--- config.mk ---
export PLATFORM = sky130hd
export DESIGN_NAME = jdbg_probe_flat
export DESIGN_NICKNAME = d
export VERILOG_FILES = /design/src/design/jdbg_pkg.sv /design/src/design/jdbg_link_if.sv /design/src/design/jdbg_probe.sv /design/src/flat_wrapper.sv
export SDC_FILE = /design/constraint.sdc
export NUM_CORES = 1
export LEC_CHECK = 0
export ABC_AREA = 1
export BUFFER_PORTS_ARGS = -buffer_cell sky130_fd_sc_hd__buf_2
export CORE_ASPECT_RATIO = 1.75
export CORE_MARGIN = 1
export CORE_UTILIZATION = 30
export DETAILED_ROUTE_END_ITERATION = 8
export SLEW_MARGIN = 20
export SYNTH_ARGS = -nofsm -noshare
export SYNTH_HDL_FRONTEND = slang
export SYNTH_SLANG_ARGS = --single-unit
--- constraint.sdc ---
create_clock -name aclk -period 2.5 [get_ports aclk]
set_input_delay 0.25 -clock aclk [delete_from_list [all_inputs] [get_ports aclk]]
set_output_delay 0.25 -clock aclk [all_outputs]
set_load 0.03 [all_outputs]
--- src/design/jdbg_pkg.sv ---
// Shared constants for the JTAG debug control link and its probe.
// Assumes one core clock aclk at 20 MHz; TCK is a level toggled by the probe.
package jdbg_pkg;
   localparam int CLK_HZ = 20_000_000;
   localparam int IR_W = 16;
   localparam logic [15:0] EMU_ENABLE_CMD = 16'h70C0;
   localparam logic [15:0] CPU_SELECT_CMD = 16'hBA8A;
   localparam logic [15:0] RESUME_CMD = 16'h2080;
   localparam logic [15:0] RAISE_DEBUG_IRQ_CMD = 16'h6080;
   localparam logic [15:0] VECTOR_TABLE_BASE_RST = 16'hF800;
   localparam logic [15:0] RESET_VECTOR_OFS = 16'h0000;
   localparam int TCK_HZ = 5_000_000;
   localparam int TCK_HALF = CLK_HZ / TCK_HZ / 2;
   localparam int RESUME_WINDOW_NS = 8000;
   localparam int WAIT_OLD_SLOW_MS = 5000;
   localparam int WAIT_NEW_SLOW_MS = 1000;
   localparam int WAIT_NEW_FAST_MS = 50;
   localparam int CYC_PER_MS = CLK_HZ / 1000;
   // AXI register offsets of the probe controller
   localparam logic [7:0] REG_CTRL = 8'h00;
   localparam logic [7:0] REG_STATUS = 8'h04;
   localparam logic [7:0] REG_OPTIONS = 8'h08;
   localparam logic [7:0] REG_VTBASE = 8'h0C;
   // CTRL bits (write one to request)
   localparam int CTRL_UP = 0;
   localparam int CTRL_DOWN = 1;
   localparam int CTRL_GO = 2;
   localparam int CTRL_NODEBUG = 3;
   localparam int CTRL_STEP = 4;
   localparam int CTRL_LOCK = 5;
   localparam int CTRL_STEP_HLL = 6;
   // OPTIONS bits
   localparam int OPT_IRQ_AFTER_BREAK = 0;
   localparam int OPT_BREAKOUT = 1;
   localparam int OPT_RESET_DRIVE = 2;
   localparam int OPT_RISING = 3;
   localparam int OPT_LONG_WAIT = 4;
   localparam int OPT_MEM_EMU = 5;
   localparam int OPT_MASK_ASM = 6;
   localparam int OPT_MASK_HLL = 7;
   localparam int OPT_HW_DEBUG = 8;
   localparam int OPT_OLD_CORE = 9;
   localparam int OPT_INTERNAL_BOOT_SELECT = 10;
   localparam logic [31:0] OPTIONS_RST = 32'h0000_0034;
   // STATUS bits
   localparam int ST_CONNECTED = 0;
   localparam int ST_LOCKED_ERR = 1;
   localparam int ST_CORE_STOPPED = 2;
   localparam int ST_SOFT_DEBUG = 3;
   localparam int ST_BUSY = 4;
   localparam int ST_LOCK = 5;
endpackage

--- src/design/jdbg_link_if.sv ---
// Link between probe and core debug port: TAP pins, reset, clock-run status.
// Assumes both ends on aclk; TCK is a level driven by the probe.
`timescale 1ns/1ps
interface jdbg_link_if;
   logic tck;
   logic tms;
   logic tdi;
   logic tdo;
   logic pins_oe;
   logic host_reset_line_n;
   logic host_reset_oe;
   logic core_clk_running;
   logic break_out;
   modport probe (output tck, tms, tdi, pins_oe, host_reset_line_n, host_reset_oe,
                  input tdo, core_clk_running, break_out);
   modport core (input tck, tms, tdi, pins_oe, host_reset_line_n, host_reset_oe,
                 output tdo, core_clk_running, break_out);
endinterface // jdbg_link_if

--- src/design/jdbg_probe.sv ---
// Probe end: AXI4-Lite controlled JTAG debug probe.
// Contract
// - Attach shifts emulation enable, CPU select
// - External break stops core clock
// - Probe sees break by stopped clock
// - Then shift resume, then raise debug irq
// - Core runs between resume and irq
// - Break options locked once connected
// - Vector breakpoint stops clock, breaks out
// - Reset drive only when enabled
// - Sample TDO falling, or rising option
// - One variant shifts TDO on rise
// - Old core slow reset waits 5000 ms
// - New core waits 1000 or 50 ms
// - Reset breakpoint at vector base plus zero
// - Boot window at base; select level (not modelled: OPT_INTERNAL_BOOT_SELECT is only stored)
// - Memory via emulation unit or monitor (not modelled: OPT_MEM_EMU is only stored, no memory access)
// - Locked: no access, pins tristated
// - Locked: TAP state left unchanged
// - Mask interrupts during single steps
// Assumes the core end on the same aclk.
`timescale 1ns/1ps
module jdbg_probe
   import jdbg_pkg::*;
   #(parameter int MS_CYCLES = CYC_PER_MS) (
   input wire logic aclk,
   input wire logic aresetn,
   input wire logic [7:0] s_axi_awaddr,
   input wire logic s_axi_awvalid,
   output logic s_axi_awready,
   input wire logic [31:0] s_axi_wdata,
   input wire logic [3:0] s_axi_wstrb,
   input wire logic s_axi_wvalid,
   output logic s_axi_wready,
   output logic [1:0] s_axi_bresp,
   output logic s_axi_bvalid,
   input wire logic s_axi_bready,
   input wire logic [7:0] s_axi_araddr,
   input wire logic s_axi_arvalid,
   output logic s_axi_arready,
   output logic [31:0] s_axi_rdata,
   output logic [1:0] s_axi_rresp,
   output logic s_axi_rvalid,
   input wire logic s_axi_rready,
   output logic irq_mask,
   output logic [15:0] reset_break_addr,
   jdbg_link_if.probe link
);
   typedef enum {S_DOWN, S_RESET, S_WAIT, S_SHIFT, S_RUN, S_HALT} jdbg_state_t;
   jdbg_state_t state;
   logic [31:0] options;
   logic [15:0] vtbase;
   logic [31:0] ctrl_req;
   logic locked;
   logic lock_err;
   logic hw_mode;
   logic soft_mode;
   logic [1:0] aw_hold;
   logic [7:0] awaddr_q;
   logic [31:0] wdata_q;
   logic [15:0] q_cmd [0:1];
   logic [1:0] q_len;
   logic [15:0] sh;
   logic [4:0] bits;
   logic [7:0] div;
   logic [31:0] wait_cnt;
   logic [4:0] rst_cnt;
   logic [1:0] clk_s;
   logic [1:0] tdo_s;
   logic tdo_cap;
   logic wr_go;
   logic connected;

   assign connected = (state != S_DOWN);
   assign wr_go = aw_hold[0] & aw_hold[1] & ~s_axi_bvalid;

   // ---------------------------------------------------------------
   // AXI4-Lite slave
   // ---------------------------------------------------------------
   always_ff @(posedge aclk) begin
      if (!aresetn) begin
         aw_hold <= 2'b00;
         s_axi_awready <= 1'b1;
         s_axi_wready <= 1'b1;
         s_axi_bvalid <= 1'b0;
         s_axi_bresp <= 2'b00;
         awaddr_q <= 8'h00;
         wdata_q <= 32'h0000_0000;
      end else begin
         if (s_axi_awvalid && s_axi_awready) begin
            aw_hold[0] <= 1'b1;
            awaddr_q <= s_axi_awaddr;
            s_axi_awready <= 1'b0;
         end
         if (s_axi_wvalid && s_axi_wready) begin
            aw_hold[1] <= 1'b1;
            wdata_q <= s_axi_wdata;
            s_axi_wready <= 1'b0;
         end
         if (wr_go) begin
            s_axi_bvalid <= 1'b1;
            s_axi_bresp <= (awaddr_q == REG_CTRL || awaddr_q == REG_STATUS || awaddr_q == REG_OPTIONS ||
                            awaddr_q == REG_VTBASE) ? 2'b00 : 2'b10;
         end
         if (s_axi_bvalid && s_axi_bready) begin
            s_axi_bvalid <= 1'b0;
            aw_hold <= 2'b00;
            s_axi_awready <= 1'b1;
            s_axi_wready <= 1'b1;
         end
      end
   end

   // Register writes; option locking while connected
   always_ff @(posedge aclk) begin
      if (!aresetn) begin
         // memory via emulation unit by default
         options <= OPTIONS_RST;
         vtbase <= VECTOR_TABLE_BASE_RST;
         ctrl_req <= 32'h0000_0000;
         lock_err <= 1'b0;
      end else begin
         ctrl_req <= 32'h0000_0000;
         if (wr_go && awaddr_q == REG_CTRL && s_axi_wstrb[0])
            ctrl_req <= wdata_q;
         if (wr_go && awaddr_q == REG_OPTIONS) begin
            if (connected && (wdata_q[OPT_IRQ_AFTER_BREAK] != options[OPT_IRQ_AFTER_BREAK] ||
                              wdata_q[OPT_BREAKOUT] != options[OPT_BREAKOUT]))
               lock_err <= 1'b1;
            else
               options <= wdata_q;
         end
         if (wr_go && awaddr_q == REG_VTBASE)
            vtbase <= wdata_q[15:0];
         if (wr_go && awaddr_q == REG_STATUS && wdata_q[ST_LOCKED_ERR])
            lock_err <= 1'b0;
      end
   end

   // Read channel
   always_ff @(posedge aclk) begin
      if (!aresetn) begin
         s_axi_arready <= 1'b1;
         s_axi_rvalid <= 1'b0;
         s_axi_rdata <= 32'h0000_0000;
         s_axi_rresp <= 2'b00;
      end else if (s_axi_arvalid && s_axi_arready) begin
         s_axi_arready <= 1'b0;
         s_axi_rvalid <= 1'b1;
         s_axi_rresp <= 2'b00;
         unique case (s_axi_araddr)
            REG_CTRL: s_axi_rdata <= 32'h0000_0000;
            REG_STATUS: s_axi_rdata <= {26'h0, locked, (state != S_RUN && state != S_HALT && connected),
                                        soft_mode, ~link.core_clk_running, lock_err, connected};
            REG_OPTIONS: s_axi_rdata <= options;
            REG_VTBASE: s_axi_rdata <= {16'h0000, vtbase};
            default: begin
               s_axi_rdata <= 32'h0000_0000;
               s_axi_rresp <= 2'b10;
            end
         endcase
      end else if (s_axi_rvalid && s_axi_rready) begin
         s_axi_rvalid <= 1'b0;
         s_axi_arready <= 1'b1;
      end
   end

   // Link status synchronisers
   always_ff @(posedge aclk) begin
      if (!aresetn) begin
         clk_s <= 2'b11;
         tdo_s <= 2'b00;
      end else begin
         clk_s <= {clk_s[0], link.core_clk_running};
         tdo_s <= {tdo_s[0], link.tdo};
      end
   end

   // ---------------------------------------------------------------
   // Sequencer: reset, wait, command shifts, break handling
   // ---------------------------------------------------------------
   always_ff @(posedge aclk) begin
      if (!aresetn) begin
         state <= S_DOWN;
         locked <= 1'b0;
         hw_mode <= 1'b0;
         soft_mode <= 1'b0;
         q_cmd[0] <= 16'h0000;
         q_cmd[1] <= 16'h0000;
         q_len <= 2'd0;
         sh <= 16'h0000;
         bits <= 5'd0;
         div <= 8'h00;
         wait_cnt <= 32'h0000_0000;
         rst_cnt <= 5'd0;
         tdo_cap <= 1'b0;
         irq_mask <= 1'b0;
         reset_break_addr <= 16'h0000;
         link.tck <= 1'b0;
         link.tms <= 1'b0;
         link.tdi <= 1'b0;
         link.pins_oe <= 1'b1;
         link.host_reset_line_n <= 1'b1;
         link.host_reset_oe <= 1'b0;
      end else begin
         if (ctrl_req[CTRL_LOCK]) locked <= ~locked;
         link.pins_oe <= ~locked;
         irq_mask <= (ctrl_req[CTRL_STEP] && options[OPT_MASK_ASM]) ||
                     (ctrl_req[CTRL_STEP_HLL] && options[OPT_MASK_HLL]);
         // reset drive on transitions, a 17-cycle pulse
         if (options[OPT_RESET_DRIVE] && !locked && (ctrl_req[CTRL_UP] || ctrl_req[CTRL_DOWN] ||
             ctrl_req[CTRL_GO] || ctrl_req[CTRL_NODEBUG])) begin
            link.host_reset_oe <= 1'b1;
            link.host_reset_line_n <= 1'b0;
            rst_cnt <= 5'd16;
         end else if (rst_cnt != 5'd0) begin
            rst_cnt <= rst_cnt - 5'd1;
         end else begin
            link.host_reset_line_n <= 1'b1;
            link.host_reset_oe <= 1'b0;
         end
         unique case (state)
            S_DOWN: begin
               if (ctrl_req[CTRL_UP] && !locked) begin
                  hw_mode <= options[OPT_HW_DEBUG];
                  reset_break_addr <= vtbase + RESET_VECTOR_OFS;
                  wait_cnt <= 32'd16;
                  state <= S_RESET;
               end
            end
            S_RESET: begin
               if (wait_cnt == 32'd0) begin
                  link.host_reset_line_n <= 1'b1;
                  link.host_reset_oe <= 1'b0;
                  wait_cnt <= 32'(MS_CYCLES) * (options[OPT_OLD_CORE] ? 32'(WAIT_OLD_SLOW_MS) :
                              options[OPT_LONG_WAIT] ? 32'(WAIT_NEW_SLOW_MS) : 32'(WAIT_NEW_FAST_MS));
                  state <= S_WAIT;
               end else begin
                  wait_cnt <= wait_cnt - 32'd1;
               end
            end
            S_WAIT: begin
               if (wait_cnt == 32'd0) begin
                  q_cmd[0] <= EMU_ENABLE_CMD;
                  q_cmd[1] <= CPU_SELECT_CMD;
                  q_len <= 2'd2;
                  state <= S_SHIFT;
               end else begin
                  wait_cnt <= wait_cnt - 32'd1;
               end
            end
            S_SHIFT: begin
               if (!locked) begin
                  div <= div + 8'h01;
                  if (div == 8'(TCK_HALF - 1)) begin
                     div <= 8'h00;
                     link.tck <= ~link.tck;
                     if (!link.tck) begin
                        if (options[OPT_RISING]) tdo_cap <= tdo_s[1];
                     end else begin
                        if (!options[OPT_RISING]) tdo_cap <= tdo_s[1];
                        if (bits == 5'd16) begin
                           bits <= 5'd0;
                           link.tms <= 1'b0;
                           q_cmd[0] <= q_cmd[1];
                           q_len <= q_len - 2'd1;
                           if (q_len == 2'd1) state <= S_RUN;
                        end else begin
                           link.tdi <= bits == 5'd0 ? q_cmd[0][0] : sh[0];
                           sh <= bits == 5'd0 ? {1'b0, q_cmd[0][15:1]} : {1'b0, sh[15:1]};
                           link.tms <= (bits == 5'd15);
                           bits <= bits + 5'd1;
                        end
                     end
                  end
               end
            end
            S_RUN: begin
               if (ctrl_req[CTRL_DOWN]) begin
                  state <= S_DOWN;
                  soft_mode <= 1'b0;
               end else if (!clk_s[1]) begin
                  state <= S_HALT;
               end
            end
            S_HALT: begin
               // vector hit: resume the monitor only
               if (options[OPT_BREAKOUT] && link.break_out) begin
                  q_cmd[0] <= RESUME_CMD;
                  q_len <= 2'd1;
                  soft_mode <= 1'b1;
                  state <= S_SHIFT;
               end else if (options[OPT_IRQ_AFTER_BREAK] && !hw_mode) begin
                  q_cmd[0] <= RESUME_CMD;
                  q_cmd[1] <= RAISE_DEBUG_IRQ_CMD;
                  q_len <= 2'd2;
                  soft_mode <= 1'b1;
                  state <= S_SHIFT;
               end else if (ctrl_req[CTRL_DOWN]) begin
                  state <= S_DOWN;
               end
            end
         endcase
      end
   end
endmodule // jdbg_probe

--- src/flat_wrapper.sv ---
// flat-port wrapper written by rule: the top's interface ports become plain ports
module jdbg_probe_flat import jdbg_pkg::*;
#(parameter int MS_CYCLES = CYC_PER_MS)
  (aclk, aresetn, s_axi_awaddr, s_axi_awvalid, s_axi_awready, s_axi_wdata, s_axi_wstrb, s_axi_wvalid, s_axi_wready, s_axi_bresp, s_axi_bvalid, s_axi_bready, s_axi_araddr, s_axi_arvalid, s_axi_arready, s_axi_rdata, s_axi_rresp, s_axi_rvalid, s_axi_rready, irq_mask, reset_break_addr, link_tck, link_tms, link_tdi, link_pins_oe, link_host_reset_line_n, link_host_reset_oe, link_tdo, link_core_clk_running, link_break_out);
  jdbg_link_if link_i ();
  input wire logic aclk;
  input wire logic aresetn;
  input wire logic [7:0] s_axi_awaddr;
  input wire logic s_axi_awvalid;
  output logic s_axi_awready;
  input wire logic [31:0] s_axi_wdata;
  input wire logic [3:0] s_axi_wstrb;
  input wire logic s_axi_wvalid;
  output logic s_axi_wready;
  output logic [1:0] s_axi_bresp;
  output logic s_axi_bvalid;
  input wire logic s_axi_bready;
  input wire logic [7:0] s_axi_araddr;
  input wire logic s_axi_arvalid;
  output logic s_axi_arready;
  output logic [31:0] s_axi_rdata;
  output logic [1:0] s_axi_rresp;
  output logic s_axi_rvalid;
  input wire logic s_axi_rready;
  output logic irq_mask;
  output logic [15:0] reset_break_addr;
  output wire logic [$bits(link_i.tck)-1:0] link_tck;
  output wire logic [$bits(link_i.tms)-1:0] link_tms;
  output wire logic [$bits(link_i.tdi)-1:0] link_tdi;
  output wire logic [$bits(link_i.pins_oe)-1:0] link_pins_oe;
  output wire logic [$bits(link_i.host_reset_line_n)-1:0] link_host_reset_line_n;
  output wire logic [$bits(link_i.host_reset_oe)-1:0] link_host_reset_oe;
  input wire logic [$bits(link_i.tdo)-1:0] link_tdo;
  input wire logic [$bits(link_i.core_clk_running)-1:0] link_core_clk_running;
  input wire logic [$bits(link_i.break_out)-1:0] link_break_out;
  assign link_tck = link_i.tck;
  assign link_tms = link_i.tms;
  assign link_tdi = link_i.tdi;
  assign link_pins_oe = link_i.pins_oe;
  assign link_host_reset_line_n = link_i.host_reset_line_n;
  assign link_host_reset_oe = link_i.host_reset_oe;
  assign link_i.tdo = link_tdo;
  assign link_i.core_clk_running = link_core_clk_running;
  assign link_i.break_out = link_break_out;
  jdbg_probe #(.MS_CYCLES(MS_CYCLES)) u_core (.aclk(aclk), .aresetn(aresetn), .s_axi_awaddr(s_axi_awaddr), .s_axi_awvalid(s_axi_awvalid), .s_axi_awready(s_axi_awready), .s_axi_wdata(s_axi_wdata), .s_axi_wstrb(s_axi_wstrb), .s_axi_wvalid(s_axi_wvalid), .s_axi_wready(s_axi_wready), .s_axi_bresp(s_axi_bresp), .s_axi_bvalid(s_axi_bvalid), .s_axi_bready(s_axi_bready), .s_axi_araddr(s_axi_araddr), .s_axi_arvalid(s_axi_arvalid), .s_axi_arready(s_axi_arready), .s_axi_rdata(s_axi_rdata), .s_axi_rresp(s_axi_rresp), .s_axi_rvalid(s_axi_rvalid), .s_axi_rready(s_axi_rready), .irq_mask(irq_mask), .reset_break_addr(reset_break_addr), .link(link_i));
endmodule
==> flow_summary.json, run 1 <==
{
  "status": "complete, no violations",
  "nets": 1752,
  "numCtsBuffers": 23,
  "core_um2": 36000,
  "drt_first_pass_iters": 5,
  "overflow": 0,
  "ctsResizeCount": 0,
  "p_leak_uw": 0.00578,
  "n_antenna_cell": 0,
  "tightest_slew_ns": 0.858,
  "multi_input_area_um2": 5150,
  "clockBufferDepth": 3,
  "ys_warn_count": 0,
  "dieArea_um2": 37400,
  "pwr-share-seq_pct": 37.9,
  "die_w_um": 147,
  "cts_root_buf": "clkbuf_16",
  "synth_edf_count": 8,
  "routabilityCongestion": 0.896,
  "antenna_found_initial": 0,
  "switching_power_uw": 4290,
  "setup_violations": 0,
  "synth_cell_types": 47,
  "drt_iter0_markers": 550,
  "start_util_pct": 30.5,
  "syn_area_per_cell_um2": 7.10,
  "cap_violations": 0,
  "internal_power_uw": 7440,
  "post-route-period-util_pct": 89.2,
  "yosysSeqAreaShare_pct": 45.0,
  "place_inst": 2096,
  "min_period_ns": 2.23,
  "via_per_inst": 4.71,
  "cts_tree": "yes",
  "fmax_mhz": 448,
  "grtUsageTotal_pct": 16.2,
  "hold_violations": 0,
  "grt_pass1_vias": 9771,
  "synth_area_um2": 11000,
  "drv_slew": 0,
  "synthCells": 1548,
  "clk_pin_slew_worst_paths_ns": 0.07,
  "drive_above_1_share_pct": 13.2,
  "reg2reg_depth": 11,
  "maxSlewHeadroom_pct": 42.1,
  "final_common_cell": "nand2_1",
  "pwr_density_cell_nw_per_um2": 899,
  "criticalPathCategory": "reg2reg",
  "syn_to_final_growth_pct": 18.7,
  "wl_um": 30500,
  "dp_hpwl_um": 21700,
  "crit_arrival_ns": 2.66,
  "ant_nets": 0,
  "grt_max_degree": 148,
  "port_buffers": 119,
  "yosys_register_bits": 243,
  "num-fill-cells": 3830,
  "die_y_um": 255,
  "ir_drop_v": 0.000463,
  "critPathMaxFanout": 6,
  "wl_per_cell_um": 14.1,
  "timing.setup.tns_ns": 0,
  "fin_cells": 2161,
  "hold_class": "in2reg",
  "insertion_delay_ns": 0.54,
  "cts.htree.levels": 1,
  "clkSinkCount": 243,
  "comb_power_share_pct": 31.5,
  "async_flop_share_pct": 0,
  "power.share.clock_pct": 30.6,
  "num_vias": 10172,
  "rows": 92,
  "regArea_um2": 4940,
  "grt_pass1_wl_um": 49000,
  "required_ns": 2.93,
  "synth-main-ff-cell": "dfxtp_1",
  "skew_ns": 0.0255,
  "ioPinCount": 126,
  "netSwitchingFraction_pct": 36.6,
  "rsz0062_at_grt": "false",
  "crit_path_end_kind": "flop",
  "drc": 0,
  "critPathLaunchType": "flop",
  "hold_depth": 3,
  "mostFrequentLayoutCells": "327 x nand2_1, 270 x nor2_1, 235 x dfxtp_1"
}
state kept, by name, summed over array words and instances, names as in the netlist, 3 cells and up:
name / flops
u_core.awaddr_q: 8
u_core.bits: 5
u_core.ctrl_req: 7
u_core.div: 8
u_core.options: 32
u_core.q_cmd: 8
u_core.reset_break_addr: 16
u_core.rst_cnt: 5
u_core.s_axi_rdata: 32
u_core.sh: 15
u_core.state: 3
u_core.vtbase: 16
u_core.wait_cnt: 32
u_core.wdata_q: 32
worst paths after layout:
| check | slack (ns) | end | start |
|---|---|---|---|
| max reg2reg | 0.27 | u_core.wait_cnt[15] | u_core.options[9] |
| max | 0.27 | u_core.wait_cnt[15] | u_core.options[9] |
| min | 0.01 | u_core.wdata_q[5] | s_axi_wdata[5] |
| min reg2reg | 0.41 | u_core.clk_s[1] | u_core.clk_s[0] |
cell families (layout without fill, tap and decap cells):
kind of cell               Yosys count  after routing  share of synthesized area [%]
and+or+nand+nor                    774            774                           30.2
DFF                                243            243                           45.0
xor gates and xnor gates            16             16                           1.27
other                                1              3                         0.0341
AOI/OAI and AO/OA                  282            282                           13.5
adders and majority gates           16             16                           1.82
buffers and inverters              216            357                           8.18
cell usage after synthesis, types with 2 or more instances:
| cell type | n | area (um^2) |
|---|---|---|
| nor2_1 | 270 | 1010 |
| nor2_4 | 4 | 45.0 |
| a211oi_1 | 2 | 15.0 |
| or2_2 | 3 | 18.8 |
| dfxtp_1 | 235 | 4700 |
| clkinv_1 | 2 | 7.51 |
| buf_1 | 7 | 26.3 |
| o211a_1 | 3 | 30.0 |
| edfxtp_1 | 8 | 240 |
| ha_1 | 16 | 200 |
| buf_4 | 10 | 75.1 |
| nand2_2 | 8 | 50.1 |
| inv_1 | 141 | 529 |
| xnor2_1 | 5 | 43.8 |
| nand3_2 | 3 | 30.0 |
| inv_2 | 7 | 26.3 |
| o22ai_1 | 2 | 12.5 |
| buf_2 | 9 | 45.0 |
| nor3_1 | 12 | 60.1 |
| clkbuf_1 | 34 | 128 |
| o21ai_0 | 128 | 641 |
| nor4_4 | 2 | 42.5 |
| xor2_1 | 11 | 96.3 |
| nand2_1 | 327 | 1230 |
| a21oi_2 | 4 | 35.0 |
| nand3_1 | 114 | 571 |
| nand4_1 | 8 | 50.1 |
| o211ai_1 | 9 | 67.6 |
| nor2_8 | 2 | 40.0 |
| buf_6 | 5 | 56.3 |
| nand3b_1 | 2 | 15.0 |
| and2_1 | 3 | 18.8 |
| nor4_1 | 2 | 12.5 |
| nand2_4 | 4 | 45.0 |
| a21oi_1 | 122 | 611 |
| nor2_2 | 7 | 43.8 |
| a31oi_1 | 4 | 25.0 |
| o21ai_1 | 4 | 20.0 |
power by group through the flow:
stage	registers, uW	clock network, uW	logic [uW]
finish	4440	3590	3690
global route	4470	3820	4180
CTS	4430	3690	3690
detailed placement	4520	0	3650
global placement	4510	0	3590
floorplan	4470	0	2730
area by class of cell:
cell class	count	share of cell area, %
Multi-Input combinational cell	1091	39.5
Sequential cell	243	37.9
Timing Repair Buffer	164	7.90
Clock buffer	32	4.91
Tap cell	470	4.51
Inverter	151	4.36
Clock inverter	10	0.902
critical path: stages (launching register included):
cell	delay, ns
dfxtp_1	0.41
nor2_1	0.34
inv_1	0.18
ha_1	0.36
ha_1	0.31
nand3_1	0.09
nand2_1	0.07
xnor2_1	0.12
nand2_1	0.06
o21ai_0	0.07
nor2_1	0.09
nor2_1	0.04
per-layer routing:
metal,global-route usage (%),up-vias,share of wire [%]
met5,0,-,0
met4,9.11,0,4.8
met3,1.84,76,3.4
met2,31.4,221,54
met1,16.9,4663,38
li1,-,5212,-
metrics by stage:
stage | worst slack (ns) | hold WS, ns | total power (uW) | util [%] | cell area (um^2)
floorplan | 0.571 | 0.347 | 7200 | - | 11000
global placement | 0.307 | 0.402 | 8100 | 33.5 | 12100
detailed placement | 0.267 | 0.398 | 8160 | 33.5 | 12100
CTS | 0.268 | 0.00234 | 11800 | 36.2 | 13000
global route | 0.128 | 0.0292 | 12500 | 36.2 | 13000
finish | 0.270 | 0.0142 | 11700 | 36.2 | 13000
repair_timing:
item	CTS	global route
buffers inserted	0	0
endpoints found under the hold margin	24	0
hold buffers	23	0
No activity file was read; power rests on OpenSTA's default activity.
==> run 2, diff against run 1 <==
--- a/config.mk
+++ b/config.mk
@@ -10,6 +10,7 @@
 export CORE_ASPECT_RATIO = 1.75
 export CORE_MARGIN = 1
 export CORE_UTILIZATION = 30
+export CTS_BUF_LIST = sky130_fd_sc_hd__clkbuf_16
 export DETAILED_ROUTE_END_ITERATION = 8
 export SLEW_MARGIN = 20
 export SYNTH_ARGS = -nofsm -noshare
==> flow_summary.json, run 2 (synthesized netlist as in run 1, its figures left out) <==
{
  "drive_above_1_share_pct": 13.2,
  "post-route-period-util_pct": 89.2,
  "ir_drop_v": 0.000464,
  "core_um2": 36000,
  "skew_ns": 0.0247,
  "rows": 92,
  "routabilityCongestion": 0.896,
  "grt-busiest-layer": "met2",
  "n_antenna_cell": 0,
  "insertion_delay_ns": 0.54,
  "dp_slack_ns": 0.267,
  "maxSlewHeadroom_pct": 42.2,
  "final_common_cell": "nand2_1",
  "num_vias": 10192,
  "die_y_um": 255,
  "port_buffers": 119,
  "critPathLaunchType": "flop",
  "cap_violations": 0,
  "pwr_density_cell_nw_per_um2": 895,
  "rsz0062_at_grt": "false",
  "min_period_ns": 2.23,
  "status": "complete, no violations",
  "dieArea_um2": 37400,
  "drt_first_pass_iters": 5,
  "syn_to_final_growth_pct": 18.6,
  "critPathMaxFanout": 6,
  "ioPinCount": 126,
  "timing.setup.tns_ns": 0,
  "dp_hpwl_um": 21700,
  "cts_tree": "yes",
  "overflow": 0,
  "drc": 0,
  "wl_per_cell_um": 14.1,
  "wl_um": 30500,
  "antenna_found_initial": 0,
  "setup_violations": 0,
  "cts_root_buf": "clkbuf_16",
  "crit_chain": "nor2_1 -> inv_1 -> ha_1 -> ha_1 -> nand3_1 -> nand2_1 -> xnor2_1 -> nand2_1 -> o21ai_0 -> nor2_1 -> nor2_1",
  "criticalPathCategory": "reg2reg",
  "clkSinkCount": 243,
  "grt_max_degree": 148,
  "met2_usage_pct": 31.4,
  "start_util_pct": 30.5,
  "fmax_mhz": 449,
  "tightest_slew_ns": 0.857,
  "clockBufferDepth": 3,
  "ant_nets": 0,
  "fin_ws_ns": 0.271,
  "grt_pass1_vias": 9784,
  "post-cts-setup-buffer-count": 0,
  "hold_violations": 0,
  "required_ns": 2.93,
  "nets": 1752,
  "crit_slowest_cell": "dfxtp_1",
  "grt_pass1_wl_um": 49000,
  "grtUsageTotal_pct": 16.3,
  "use_met3_pct": 1.84,
  "numCtsBuffers": 23,
  "mostFrequentLayoutCells": "327 x nand2_1, 270 x nor2_1, 235 x dfxtp_1",
  "die_w_um": 147,
  "cp_slowest_stage_delay_ns": 0.41,
  "via_per_inst": 4.72,
  "crit_arrival_ns": 2.66,
  "drt_iter0_markers": 629,
  "cts.htree.levels": 1,
  "crit_path_end_kind": "flop",
  "hold_class": "in2reg",
  "use_met1_pct": 16.9,
  "drv_slew": 0,
  "p_leak_uw": 0.00581,
  "clk_pin_slew_worst_paths_ns": 0.07,
  "crit_top_cell": "nor2_1"
}
==> run 2: cell types whose count changed in the layout (fill, tap and decap cells not counted) <==
cell / before / now
clkbuf_1: 7 / 0
inv_1: 140 / 147
clkbuf_8: 1 / 0
clkinv_1: 2 / 3
==> run 2: what timing repair did <==
| action | CTS | global route |
|---|---|---|
| hold buffers | 23 | 0 |
| hold endpoints to repair | 24 | 0 |
| gates resized for setup | 0 | 0 |
==> run 2: layout make-up <==
| cell class | count | area, um^2 |
|---|---|---|
| clock buffers | 24 | 601 |
| clock inverters | 18 | 148 |
| fillers | 3830 | 23000 |
| inverters | 151 | 569 |
| multi-input cells | 1091 | 5150 |
| flip-flops and latches | 243 | 4940 |
| well taps | 470 | 588 |
| repair buffers | 164 | 1030 |
==> run 2: final timing paths <==
kind / from / to / slack, ns / depth (start not counted)
min: s_axi_wdata[16] / u_core.wdata_q[16] / 0.01 / 3
min reg2reg: u_core.clk_s[0] / u_core.clk_s[1] / 0.41 / 1
max: u_core.options[9] / u_core.wait_cnt[15] / 0.27 / 11
max reg2reg: u_core.options[9] / u_core.wait_cnt[15] / 0.27 / 11
==> run 2: per-stage QoR <==
step / hold slack (ns) / area (um^2) / util [%] / power, uW / instances
after detailed placement: 0.398 / 12100 / 33.5 / 8160 / 2096
after global placement: 0.402 / 12100 / 33.5 / 8100 / 2096
after floorplan: 0.347 / 11000 / - / 7200 / 1550
final: 0.0128 / 13000 / 36.2 / 11700 / 2161
after global routing: 0.0292 / 13000 / 36.2 / 12400 / 2161
after CTS: 0.00234 / 13000 / 36.2 / 11800 / 2161
==> run 2: report_power, final <==
group          internal (uW)  switching [uW]
Combinational           1230            2460
Sequential              4180             257
Clock                   1960            1580
Total                   7380            4290
==> run 2: worst max-delay path: cells and delay by family, from the launching register on <==
kind | cells | cell delay (ns)
buffers and inverters | 1 | 0.18
AND/OR/NAND/NOR | 6 | 0.69
XOR/XNOR | 1 | 0.12
AO/OA/AOI/OAI | 1 | 0.07
adder cells (fa/ha/maj) | 2 | 0.67
flip-flops | 1 | 0.41
==> run 2: routing by layer <==
| layer | up-vias | part of all wire, % |
|---|---|---|
| met5 | - | 0 |
| met4 | 0 | 4.9 |
| met3 | 78 | 3.3 |
| met2 | 226 | 54 |
| met1 | 4678 | 38 |
| li1 | 5210 | - |
==> run 3, diff against run 2 <==
==> constraint.sdc (replaced) <==
create_clock -name aclk -period 2.5 [get_ports aclk]
set_input_delay 0.125 -clock aclk [delete_from_list [all_inputs] [get_ports aclk]]
set_output_delay 0.125 -clock aclk [all_outputs]
set_load 0.03 [all_outputs]
==> flow_summary.json, run 3 (synthesized netlist as in run 1, its figures left out) <==
{
  "status": "complete, no violations",
  "num-fill-cells": 3772,
  "critical_path_buf_inv_count": 2,
  "min_period_ns": 2.20,
  "fmax_mhz": 455,
  "overflow": 0,
  "port_buffers": 119,
  "drv_slew": 0,
  "ir_drop_v": 0.000550,
  "tightest_slew_ns": 0.910,
  "clkSinkCount": 243,
  "reg2reg_depth": 12,
  "ant_nets": 0,
  "via_per_inst": 4.70,
  "cap_violations": 0,
  "cts_tree": "yes",
  "cp_slowest_stage_delay_ns": 0.40,
  "r2r-start": "u_core.options[9]",
  "crit_slowest_cell": "dfxtp_1",
  "hold_class": "in2reg",
  "clk_pin_slew_worst_paths_ns": 0.07,
  "criticalPathCategory": "reg2reg",
  "hold_depth": 3,
  "die_w_um": 147,
  "skew_ns": 0.0255,
  "rsz0062_at_grt": "false",
  "nets": 1774,
  "ioPinCount": 126,
  "num_vias": 10260,
  "ctsResizeCount": 0,
  "wl_um": 30600,
  "final_common_cell": "nand2_1",
  "drive_above_1_share_pct": 13.4,
  "hold_violations": 0,
  "grt_pass1_wl_um": 49200,
  "cts_root_buf": "clkbuf_16",
  "dieArea_um2": 37400,
  "drt_iter0_markers": 521,
  "n_antenna_cell": 0,
  "grt_pass1_vias": 10049,
  "final_util_pct": 36.8,
  "dp_hpwl_um": 21800,
  "grt_max_degree": 78,
  "grtUsageTotal_pct": 16.3,
  "critPathLaunchType": "flop",
  "post-route-period-util_pct": 87.9,
  "antenna_found_initial": 0,
  "numCtsBuffers": 23,
  "crit_arrival_ns": 2.62,
  "p_leak_uw": 0.00589,
  "cts.htree.levels": 1,
  "insertion_delay_ns": 0.53,
  "wl_per_cell_um": 14.0,
  "timing.setup.tns_ns": 0,
  "r2r_slack_ns": 0.30,
  "min-delay-start": "aresetn",
  "start_util_pct": 30.5,
  "crit_chain": "nor2_1 -> inv_1 -> ha_1 -> inv_1 -> ha_1 -> nand3_1 -> nand2_1 -> xnor2_1 -> nand2_1 -> o21ai_0 -> nor2_1 -> nor2_1",
  "setup_violations": 0,
  "required_ns": 2.92,
  "critPathMaxFanout": 6,
  "pwr_density_cell_nw_per_um2": 891,
  "drc": 0,
  "min_to": "u_core.q_len[0]",
  "crit_path_end_kind": "flop",
  "crit_top_cell": "nor2_1",
  "maxSlewHeadroom_pct": 39.3,
  "r2r_end": "u_core.wait_cnt[15]",
  "clockBufferDepth": 3,
  "routabilityCongestion": 0.885,
  "mostFrequentLayoutCells": "327 x nand2_1, 270 x nor2_1, 235 x dfxtp_1",
  "core_um2": 36000,
  "rows": 92,
  "die_y_um": 255,
  "path_delay_family": "simple AND/OR/NAND/NOR gates",
  "syn_to_final_growth_pct": 20.8,
  "drt_first_pass_iters": 5
}
-- run 3: what timing repair did --
action,in CTS,in global routing
hold buffers,44,0
endpoints found under the hold margin,48,0
endpoints found under the setup margin,0,0
buffers inserted,0,0
-- run 3: cell type report --
| class | count | area (um^2) | share of cell area [%] |
|---|---|---|---|
| Multi-Input combinational cell | 1091 | 5150 | 38.8 |
| Sequential cell | 243 | 4940 | 37.3 |
| Timing Repair Buffer | 186 | 1240 | 9.31 |
| Clock buffer | 24 | 601 | 4.52 |
| Tap cell | 470 | 588 | 4.43 |
| Inverter | 151 | 569 | 4.29 |
| Clock inverter | 17 | 179 | 1.35 |
-- run 3: worst max path at each step --
stage	start	slack (ns)	endpoint	cells past startpoint
5_1_grt	u_core.options[9]	0.10	u_core.wait_cnt[15]	12
6_report	u_core.options[9]	0.30	u_core.wait_cnt[15]	12
4_1_cts	u_core.options[9]	0.27	u_core.wait_cnt[15]	12
3_3_place_gp	u_core.options[9]	0.35	u_core.wait_cnt[15]	12
2_1_floorplan	u_core.options[9]	0.57	u_core.wait_cnt[15]	12
3_5_place_dp	u_core.options[9]	0.27	u_core.wait_cnt[15]	12
-- run 3: metrics by stage --
stage | hold slack [ns] | instance area, um^2 | total power, uW | instances | setup WS [ns]
6_report | 0.0278 | 13300 | 11800 | 2182 | 0.304
5_1_grt | 0.0324 | 13300 | 12600 | 2182 | 0.103
4_1_cts | 0.00931 | 13300 | 11900 | 2182 | 0.267
3_5_place_dp | 0.385 | 12100 | 8140 | 2097 | 0.271
3_3_place_gp | 0.385 | 12100 | 8100 | 2097 | 0.351
2_1_floorplan | 0.222 | 11000 | 7200 | 1550 | 0.571
-- run 3: tightest hold or removal path, stage by stage --
cell	delay [ns]
buf_4	0.23
nand2_1	0.12
nor2_1	0.03
-- run 3: metal layers --
metal	wire length (um)	global-route usage, %
met1	11700	16.4
met2	16300	31.8
met3	1020	1.94
met4	1620	9.58
met5	0	0
-- run 3: power by group --
group          switching (uW)  leakage, uW  internal [uW]
Sequential                250      0.00199           4180
Combinational            2450      0.00351           1250
Clock                    1610     0.000390           2080
Total                    4310      0.00589           7510
